### src/logic/dust_seq_pkg.sv
package dust_seq_pkg;
    // timebase: core clock 20 MHz, control tick every 10 ms
    localparam int CLK_NS = 50;
    localparam int TICK_NS = 10_000_000;
    localparam int TICK_CYCLES_DEF = TICK_NS / CLK_NS;
    localparam logic [16:0] TICKS_PER_SEC = 17'h00064;
    localparam logic [16:0] TIMEOUT_SEC = 17'h0012c;
    localparam logic [16:0] TIMEOUT_TICKS = 17'(TIMEOUT_SEC * TICKS_PER_SEC);
    localparam logic [9:0] RANGE_TOP = 10'h3e7;
    localparam logic [4:0] NUM_OUT = 5'h10;
    localparam logic [3:0] NUM_PRM = 4'hd;

    // parameter slots, also their register index
    localparam logic [3:0] F_CONSENT = 4'h0;
    localparam logic [3:0] F_PULSE = 4'h1;
    localparam logic [3:0] F_PAUSE = 4'h2;
    localparam logic [3:0] F_COUNT = 4'h3;
    localparam logic [3:0] F_POST = 4'h4;
    localparam logic [3:0] F_MANUAL = 4'h5;
    localparam logic [3:0] F_PCTL = 4'h6;
    localparam logic [3:0] F_VOLT = 4'h7;
    localparam logic [3:0] F_ZERO = 4'h8;
    localparam logic [3:0] F_STOP = 4'h9;
    localparam logic [3:0] F_START = 4'ha;
    localparam logic [3:0] F_MAX = 4'hb;
    localparam logic [3:0] F_FAN = 4'hc;
    localparam logic [3:0] REG_STATUS = 4'hd;
    localparam logic [3:0] REG_MASK = 4'he;
    localparam logic [3:0] REG_STATE = 4'hf;

    // limits and reset values, slot 12 first
    localparam logic [12:0][9:0] PRM_LO = {10'h000, 10'h001, 10'h001,
        10'h001, 10'h000, 10'h000, 10'h000, 10'h000, 10'h000, 10'h000,
        10'h001, 10'h005, 10'h000};
    localparam logic [12:0][9:0] PRM_HI = {10'h001, 10'h3e7, 10'h3e7,
        10'h3e7, 10'h3e7, 10'h000, 10'h001, 10'h000, 10'h063, 10'h010,
        10'h3e7, 10'h1f4, 10'h001};
    localparam logic [12:0][9:0] PRM_RST = {10'h000, 10'h12c, 10'h096,
        10'h064, 10'h000, 10'h000, 10'h000, 10'h000, 10'h00a, 10'h010,
        10'h00a, 10'h00a, 10'h000};

    // status and mask bit positions
    localparam int ST_PULSE = 0;
    localparam int ST_MAXA = 1;
    localparam int ST_OVL = 2;
    localparam int ST_HALT = 3;

    typedef enum logic [1:0] {MODE_RUN, MODE_MENU, MODE_EDIT} mode_t;
    typedef enum logic [1:0] {SEQ_IDLE, SEQ_PULSE, SEQ_PAUSE} seq_t;
    typedef enum logic [1:0] {DSP_RUN, DSP_OFF, DSP_FANOFF, DSP_LOWDP} disp_t;

    typedef struct packed {
        logic keyA;
        logic keyB;
        logic keyC;
    } keys_t;

    typedef struct packed {
        disp_t dispState;
        logic postBlink;
        logic lowBlink;
        logic alarmMax;
        logic alarmOvl;
        logic [4:0] ovlNum;
        logic [4:0] firedNum;
        logic overRange;
        logic [9:0] pressure;
        logic [16:0] pauseTicks;
    } indicator_t;

    typedef struct packed {
        keys_t keyS1;
        keys_t keyS2;
        keys_t keyS3;
        logic [1:0] conS;
        logic [1:0] fanS;
        logic [15:0] ovlS1;
        logic [15:0] ovlS2;
        logic [9:0] rawS1;
        logic [9:0] rawS2;
        logic [23:0] tickCnt;
        mode_t mode;
        logic [3:0] func;
        logic [16:0] idle;
        seq_t seq;
        logic [16:0] phase;
        logic [3:0] curOut;
        logic manual;
        logic manReq;
        logic [3:0] manSel;
        logic [15:0] valve;
        logic fanWas;
        logic [6:0] postLeft;
        logic pressLow;
        indicator_t ind;
        logic [12:0][9:0] prm;
        logic [3:0] status;
        logic [3:0] mask;
        logic [15:0] rdData;
    } state_t;

    // bring a written value into the slot's legal range
    function automatic logic [9:0] clampPrm(logic [3:0] idx, logic [9:0] v);
        if (v < PRM_LO[idx]) return PRM_LO[idx];
        if (v > PRM_HI[idx]) return PRM_HI[idx];
        return v;
    endfunction : clampPrm

    // next output index with wrap at the active count
    function automatic logic [3:0] nextOut(logic [3:0] cur, logic [4:0] lim);
        return (5'(cur) + 5'h1 >= lim) ? 4'h0 : cur + 4'h1;
    endfunction : nextOut
endpackage : dust_seq_pkg

### src/logic/dust_filter_cleaning_sequencer.sv
// Added by the designer: the placing of the registers and the address-and-strobe port.
`timescale 1ns/1ps
module dust_filter_cleaning_sequencer #(
    parameter int TICK_CYCLES = dust_seq_pkg::TICK_CYCLES_DEF
) (
    // clock and reset
    input wire logic core_clk,
    input wire logic rst,
    // register port
    input wire logic [3:0] regAddr,
    input wire logic [15:0] regWrData,
    input wire logic regWr,
    input wire logic regRd,
    output logic [15:0] regRdData,
    // field pins
    input wire dust_seq_pkg::keys_t keyPins,
    input wire logic consentPin,
    input wire logic fanContactPin,
    input wire logic [15:0] overloadPins,
    input wire logic [9:0] pressureRaw,
    // valve drive
    output logic [15:0] valveOut,
    // display and alarms
    output dust_seq_pkg::indicator_t ind,
    output dust_seq_pkg::mode_t menuMode,
    output logic [3:0] menuFunc,
    output logic irq
);
    dust_seq_pkg::state_t s;
    dust_seq_pkg::state_t n;

    logic tick;
    logic kA;
    logic kB;
    logic kC;
    logic [9:0] p;
    logic [4:0] cnt;
    logic [4:0] manLim;
    logic consentOk;
    logic fanOn;
    logic runOk;
    logic pulseDone;
    logic pauseDone;
    logic [16:0] pauseLen;
    logic [3:0] startIdx;
    logic ovlHit;

    // timebase and key edges from the synchronised key levels
    assign tick = s.tickCnt == 24'(TICK_CYCLES - 1);
    assign kA = s.keyS2.keyA & ~s.keyS3.keyA;
    assign kB = s.keyS2.keyB & ~s.keyS3.keyB;
    assign kC = s.keyS2.keyC & ~s.keyS3.keyC;

    // zero-corrected pressure, never below zero
    assign p = (s.rawS2 > s.prm[dust_seq_pkg::F_ZERO]) ?
        s.rawS2 - s.prm[dust_seq_pkg::F_ZERO] : 10'h000;

    // cleaning conditions
    assign cnt = s.prm[dust_seq_pkg::F_COUNT][4:0];
    assign manLim = (cnt == 5'h00) ? dust_seq_pkg::NUM_OUT : cnt;
    assign consentOk = s.prm[dust_seq_pkg::F_CONSENT][0] |
        s.conS[1];
    assign fanOn = s.prm[dust_seq_pkg::F_FAN][0] ?
        (p != 10'h000) : s.fanS[1];
    assign runOk = (cnt != 5'h00) && consentOk &&
        (fanOn ? !s.pressLow : (s.postLeft != 7'h00));

    // phase limits
    assign pauseLen = 17'(s.prm[dust_seq_pkg::F_PAUSE] *
        dust_seq_pkg::TICKS_PER_SEC);
    assign pulseDone = s.phase >= {7'h00, s.prm[dust_seq_pkg::F_PULSE]};
    assign pauseDone = s.phase >= pauseLen;
    assign startIdx = s.manReq ? s.manSel :
        ((5'(s.curOut) >= cnt) ? 4'h0 : s.curOut);
    assign ovlHit = |(s.valve & s.ovlS2);

    // next-state logic for the whole block
    always_comb begin
        n = s;
        n.tickCnt = tick ? 24'h000000 : s.tickCnt + 24'h000001;
        n.keyS1 = keyPins;
        n.keyS2 = s.keyS1;
        n.keyS3 = s.keyS2;
        n.conS = {s.conS[0], consentPin};
        n.fanS = {s.fanS[0], fanContactPin};
        n.ovlS1 = overloadPins;
        n.ovlS2 = s.ovlS1;
        n.rawS1 = pressureRaw;
        n.rawS2 = s.rawS1;

        // set-mode inactivity timer
        if (kA || kB || kC) begin
            n.idle = 17'h00000;
        end else if (s.mode != dust_seq_pkg::MODE_RUN && tick) begin
            n.idle = s.idle + 17'h00001;
        end

        // menu and parameter editing
        case (s.mode)
            dust_seq_pkg::MODE_RUN: begin
                if (kC) begin
                    n.mode = dust_seq_pkg::MODE_MENU;
                    n.idle = 17'h00000;
                end
                if (kB) begin
                    n.ind.alarmMax = 1'b0;
                    n.ind.alarmOvl = 1'b0;
                end
            end
            dust_seq_pkg::MODE_MENU: begin
                if (kC) begin
                    if (s.func == dust_seq_pkg::F_FAN) begin
                        n.func = dust_seq_pkg::F_CONSENT;
                    end else if (s.func + 4'h1 == dust_seq_pkg::F_VOLT) begin
                        n.func = dust_seq_pkg::F_ZERO;
                    end else begin
                        n.func = s.func + 4'h1;
                    end
                end else if (kA) begin
                    n.mode = dust_seq_pkg::MODE_EDIT;
                end else if (kB) begin
                    n.mode = dust_seq_pkg::MODE_RUN;
                end
            end
            dust_seq_pkg::MODE_EDIT: begin
                if (kB) begin
                    n.mode = dust_seq_pkg::MODE_MENU;
                end else if (s.func == dust_seq_pkg::F_MANUAL) begin
                    if (kC) begin
                        n.manSel = dust_seq_pkg::nextOut(s.manSel,
                            manLim);
                    end
                    if (kA) begin
                        n.manReq = 1'b1;
                    end
                end else if (kC && s.prm[s.func] <
                    dust_seq_pkg::PRM_HI[s.func]) begin
                    n.prm[s.func] = s.prm[s.func] + 10'h001;
                end else if (kA && s.prm[s.func] >
                    dust_seq_pkg::PRM_LO[s.func]) begin
                    n.prm[s.func] = s.prm[s.func] - 10'h001;
                end
            end
            default: n.mode = dust_seq_pkg::MODE_RUN;
        endcase
        if (s.mode != dust_seq_pkg::MODE_RUN &&
            s.idle >= dust_seq_pkg::TIMEOUT_TICKS) begin
            n.mode = dust_seq_pkg::MODE_RUN;
        end
        if (5'(s.manSel) >= manLim) begin
            n.manSel = 4'h0;
        end

        // post-stop cycles and pressure hysteresis
        n.fanWas = fanOn;
        if (fanOn) begin
            n.postLeft = 7'h00;
        end else if (s.fanWas) begin
            n.postLeft = s.prm[dust_seq_pkg::F_POST][6:0];
        end
        if (!s.prm[dust_seq_pkg::F_PCTL][0]) begin
            n.pressLow = 1'b0;
        end else if (p < s.prm[dust_seq_pkg::F_STOP]) begin
            n.pressLow = 1'b1;
        end else if (p > s.prm[dust_seq_pkg::F_START]) begin
            n.pressLow = 1'b0;
        end

        // valve sequencer
        if (tick && s.seq != dust_seq_pkg::SEQ_IDLE && !(
            s.seq == dust_seq_pkg::SEQ_PAUSE && pauseDone)) begin
            n.phase = s.phase + 17'h00001;
        end
        case (s.seq)
            dust_seq_pkg::SEQ_PULSE: begin
                if (ovlHit) begin
                    n.ind.alarmOvl = 1'b1;
                    n.ind.ovlNum = 5'(s.ind.firedNum);
                end
                if (ovlHit || pulseDone) begin
                    n.valve = 16'h0000;
                    n.seq = dust_seq_pkg::SEQ_PAUSE;
                    n.phase = 17'h00000;
                    n.status[dust_seq_pkg::ST_PULSE] = 1'b1;
                    if (s.manual) begin
                        n.manual = 1'b0;
                    end else begin
                        n.curOut = dust_seq_pkg::nextOut(s.curOut,
                            cnt);
                        if (n.curOut == 4'h0 && !fanOn &&
                            s.postLeft != 7'h00) begin
                            n.postLeft = s.postLeft - 7'h01;
                        end
                    end
                end
            end
            dust_seq_pkg::SEQ_IDLE, dust_seq_pkg::SEQ_PAUSE: begin
                if (s.manReq || (runOk && (pauseDone ||
                    s.seq == dust_seq_pkg::SEQ_IDLE))) begin
                    n.seq = dust_seq_pkg::SEQ_PULSE;
                    n.phase = 17'h00000;
                    n.tickCnt = 24'h000000;
                    n.valve = 16'h0001 << startIdx;
                    n.manual = s.manReq;
                    n.manReq = 1'b0;
                    n.ind.firedNum = 5'(startIdx) + 5'h01;
                end
            end
            default: begin
                n.seq = dust_seq_pkg::SEQ_IDLE;
                n.valve = 16'h0000;
            end
        endcase

        // indicators
        if (!consentOk) begin
            n.ind.dispState = dust_seq_pkg::DSP_OFF;
        end else if (!fanOn) begin
            n.ind.dispState = dust_seq_pkg::DSP_FANOFF;
        end else if (s.pressLow) begin
            n.ind.dispState = dust_seq_pkg::DSP_LOWDP;
        end else begin
            n.ind.dispState = dust_seq_pkg::DSP_RUN;
        end
        n.ind.postBlink = consentOk && !fanOn && s.postLeft != 7'h00;
        n.ind.lowBlink = consentOk && fanOn && s.pressLow;
        n.ind.overRange = p > dust_seq_pkg::RANGE_TOP;
        n.ind.pressure = p;
        n.ind.pauseTicks = (s.seq == dust_seq_pkg::SEQ_PAUSE) ?
            s.phase : 17'h00000;
        if (p > s.prm[dust_seq_pkg::F_MAX]) begin
            n.ind.alarmMax = 1'b1;
        end

        // register port: read data one cycle later, read clears status
        n.rdData = 16'h0000;
        if (regRd) begin
            if (regAddr < dust_seq_pkg::NUM_PRM) begin
                n.rdData = {6'h00, s.prm[regAddr]};
            end else if (regAddr == dust_seq_pkg::REG_STATUS) begin
                n.rdData = {12'h000, s.status};
                n.status = 4'h0;
            end else if (regAddr == dust_seq_pkg::REG_MASK) begin
                n.rdData = {12'h000, s.mask};
            end else begin
                n.rdData = {s.ind.firedNum, s.ind.dispState,
                    s.seq, s.mode, 1'b0, s.curOut};
            end
        end
        if (regWr) begin
            if (regAddr < dust_seq_pkg::NUM_PRM) begin
                n.prm[regAddr] = dust_seq_pkg::clampPrm(regAddr,
                    regWrData[9:0]);
            end else if (regAddr == dust_seq_pkg::REG_MASK) begin
                n.mask = regWrData[3:0];
            end
        end

        // events set status after any clear, so a set wins
        if (s.seq == dust_seq_pkg::SEQ_PULSE && (ovlHit || pulseDone)) begin
            n.status[dust_seq_pkg::ST_PULSE] = 1'b1;
        end
        if (n.ind.alarmMax && !s.ind.alarmMax) begin
            n.status[dust_seq_pkg::ST_MAXA] = 1'b1;
        end
        if (ovlHit && s.seq == dust_seq_pkg::SEQ_PULSE) begin
            n.status[dust_seq_pkg::ST_OVL] = 1'b1;
        end
        if (n.ind.dispState != dust_seq_pkg::DSP_RUN &&
            s.ind.dispState == dust_seq_pkg::DSP_RUN) begin
            n.status[dust_seq_pkg::ST_HALT] = 1'b1;
        end
    end

    // state register with synchronous reset
    always_ff @(posedge core_clk) begin
        if (rst) begin
            s <= '0;
            s.prm <= dust_seq_pkg::PRM_RST;
            s.func <= dust_seq_pkg::F_CONSENT;
        end else begin
            s <= n;
        end
    end

    // outputs straight from the state
    assign valveOut = s.valve;
    assign ind = s.ind;
    assign menuMode = s.mode;
    assign menuFunc = s.func;
    assign regRdData = s.rdData;
    assign irq = |(s.status & s.mask);
endmodule : dust_filter_cleaning_sequencer

### config.mk
export PLATFORM = sky130hd
export DESIGN_NAME = dust_filter_cleaning_sequencer
export DESIGN_NICKNAME = d
export VERILOG_FILES = /design/src/logic/dust_seq_pkg.sv /design/src/logic/dust_filter_cleaning_sequencer.sv
export SDC_FILE = /design/constraint.sdc
export NUM_CORES = 1
export LEC_CHECK = 0
export ABC_AREA = 0
export BUFFER_PORTS_ARGS = -buffer_cell sky130_fd_sc_hd__buf_4
export CAP_MARGIN = 20
export CORE_MARGIN = 2
export CORE_UTILIZATION = 50
export CTS_CLUSTER_SIZE = 25
export DETAILED_ROUTE_END_ITERATION = 8
export PLACE_DENSITY = 0.64
export SLEW_MARGIN = 20
export SYNTH_ARGS = -nofsm -noshare
export SYNTH_HDL_FRONTEND = slang
export SYNTH_SLANG_ARGS = --single-unit
### constraint.sdc
create_clock -name core_clk -period 9.9 [get_ports core_clk]
set_input_delay 1.98 -clock core_clk [delete_from_list [all_inputs] [get_ports core_clk]]
set_output_delay 1.98 -clock core_clk [all_outputs]
set_load 0.01 [all_outputs]
==> results.toml <==
[global_routing]
grt_pass1_vias = 20850
top_usage_layer = "met2"
grt_start_max_net_pins = 101
antenna_found_initial = 1
grt_util_met2 = 0.533
grt.total_usage = 0.353
met1_usage = 0.472
grt_pass1_wl_um = 132000
use_met3 = 0.0746
grt-ovfl-total = 0

[logic_synthesis]
yosys.cell_types.count = 107
synth_nets = 3004
ys.flop_type = "dfxtp_1"
synth.avg_cell_area_um2 = 8.51
async_flop_share = 0
seq_area_frac_synth = 0.315
synth_area_um2 = 23700
ys_warn_count = 0
synth_edf_count = 0
synth-seq-cells = 372
synthesis.instances = 2779

[sta]
slew_headroom = 0.168
period_share = 0.674
setup_viol = 0
clock_skew_ps = 43.1
timing.fmax_mhz = 150
finalHoldViolCount = 0
rsz0062_at_grt = "false"
finalCriticalPeriod_ps = 6670
tightest_slew_ps = 1240
timing.setup.tns_ps = 0
final_max_slew_viol_count = 0

[clocking]
cts_tree = "built"
clk_path_buf_depth = 3
cts-htree-levels = 2
cts_buffers = 43
clock-root-buffer = "clkbuf_16"
clock_sinks = 372
cts_resized = 0
cts_hold_buffers = 0
cts_setup_buffers = 0
clk_latency_ps = 620
path_clk_slew_ps = 60

[power_and_ir_drop]
power_mw = 3.81
vdd_drop_max_mv = 0.141
leakage_nw = 10.2
p_per_area_nw_per_um2 = 147

[setup_path]
cp_max_fo = 45
reg2reg_depth = 15
endpoint_kind = "flop"
reg2reg_to = "s[98]$_SDFF_PP0_"
cp.required_ps = 10410
criticalPathCategory = "flop to flop"
worstSetupEndpoint = "s[98]$_SDFF_PP0_"
r2r-start = "menuFunc[1]$_SDFFE_PP0P_"
cp_data_arrival_time_ps = 7180
crit_start = "menuFunc[1]$_SDFFE_PP0P_"
cp-start-kind = "flop"
r2r_slack_ps = 3230

[die]
die_h_um = 222
num_rows = 79
die_w_um = 222
ios = 138
coreArea_um2 = 46700
start_util = 0.507
die-area_um2 = 49100

[cells_and_area]
multi_input_area_um2 = 14400
layout_commonest_cell = "dfxtp_1"
layout.nets = 2973
area_growth_pct = 9.56
final_util = 0.556
n_fill_cell = 4269
final_cells = 3386
final_cell_mix = "dfxtp_1 (371), nor2_1 (254), nand2_1 (183)"
drive_above_1_share = 0.126
num_antenna_cells = 0
seq_area_um2 = 7450

[run_status]
violations = "design-rule violations"
status = "complete, but fails checks"

[detailed_routing]
via_count = 22199
drcViolationCount = 3
wl_um = 88800
routedWlPerCell_um = 26.2
vias_per_cell = 6.56
dr.first_iter.drc_count = 2506
dr.pass1.iters = 9
drtAntennaViolNets = 0

[placement]
gp_congestion = 0.997
io_buffers = 131
placedCellCount = 3310
dp_hpwl_um = 64600

[worst_hold_path]
hold_class = "flop to flop"
min_from = "n[326]$_SDFF_PP0_"

[job]
drv_cap = 0
-- cell usage after synthesis, drive strengths merged, types with 7 or more instances --
cell type | instances | area [um^2]
a22o | 8 | 70.1
o22ai | 26 | 169
nand3 | 91 | 473
nand2 | 184 | 693
clkbuf | 123 | 462
o311a | 7 | 70.1
a31oi | 26 | 163
a22oi | 15 | 113
a41oi | 7 | 68.8
xnor2 | 37 | 324
dfxtp | 372 | 7450
buf | 128 | 896
and3 | 37 | 231
a21o | 23 | 173
a211oi | 29 | 228
o311ai | 20 | 175
o31ai | 17 | 133
mux4 | 38 | 856
o221ai | 18 | 158
a21oi | 168 | 860
nor2b | 87 | 544
mux2 | 8 | 90.1
nor3 | 79 | 417
mux2i | 95 | 951
nor2 | 258 | 973
a221oi | 76 | 672
o2bb2ai | 8 | 88.8
nand4 | 37 | 231
ha | 164 | 2050
xor2 | 47 | 412
and2 | 34 | 213
nor4 | 36 | 277
inv | 141 | 529
and4 | 11 | 96.3
a2111oi | 15 | 155
o211ai | 18 | 145
o21ai | 129 | 676
nand2b | 30 | 188
or3 | 11 | 68.8
o21a | 15 | 113
-- where the power goes --
part           internal (mW)  total (mW)  switching, mW
registers               1.53        1.57         0.0355
clock network          0.979        1.69          0.708
logic                  0.182       0.555          0.373
total                   2.69        3.81           1.12
-- worst max-delay path: stages (launching register included) --
cell and delay (ps):
dfxtp_4 680, buf_4 590, nor4bb_1 240, buf_4 220
a22o_1 220, nor3_1 930, inv_1 280, ha_1 380
a21oi_1 160, nor3b_1 440, a31o_1 220, buf_4 600
a21oi_1 170, a2bb2oi_2 880, a221oi_1 220, nor4_1 250
-- per-stage QoR --
step	worst slack (ps)	instance area, um^2	hold WS, ps
after global routing	3080	25900	450
after detailed placement	3230	24400	422
final	3230	25900	433
after floorplan	4280	23700	414
after global placement	3450	24400	417
after CTS	3620	25900	436
-- metal layers --
| metal | wire length (um) | part of all wire |
|---|---|---|
| met5 | 0 | 0 |
| met1 | 36300 | 0.41 |
| met4 | 5200 | 0.059 |
| met3 | 9310 | 0.10 |
| met2 | 37900 | 0.43 |
-- layout make-up --
type	instances	share of cell area
Inverter	142	0.0206
Clock inverter	18	0.0106
Sequential cell	372	0.287
Multi-Input combinational cell	2014	0.554
Clock buffer	58	0.0468
Timing Repair Buffer	175	0.0508
Tap cell	607	0.0293
-- kinds of logic after synthesis --
kind of cell,share of synthesized area
compound gates,0.204
xor+xnor,0.0311
fa+ha+maj,0.0918
buf+inv,0.0799
flops,0.315
mux,0.0802
simple gates,0.198
-- flip-flops by register name, summed over array words and instances (netlist names), named ones only --
name / flops
s: 243
ind: 44
n: 34
regRdData: 16
valveOut: 16
cnt: 5
menuFunc: 4
menuMode: 2
-- worst min path at each step --
stage	end	slack [ps]	cells after the start
2_1_floorplan	n[355]$_SDFF_PP0_	410	1
3_3_place_gp	s[331]$_SDFF_PP0_	420	1
3_5_place_dp	s[326]$_SDFF_PP0_	420	1
4_1_cts	s[326]$_SDFF_PP0_	440	1
5_1_grt	s[325]$_SDFF_PP0_	450	1
6_report	s[326]$_SDFF_PP0_	430	1
(Power assumes the default switching activity.)
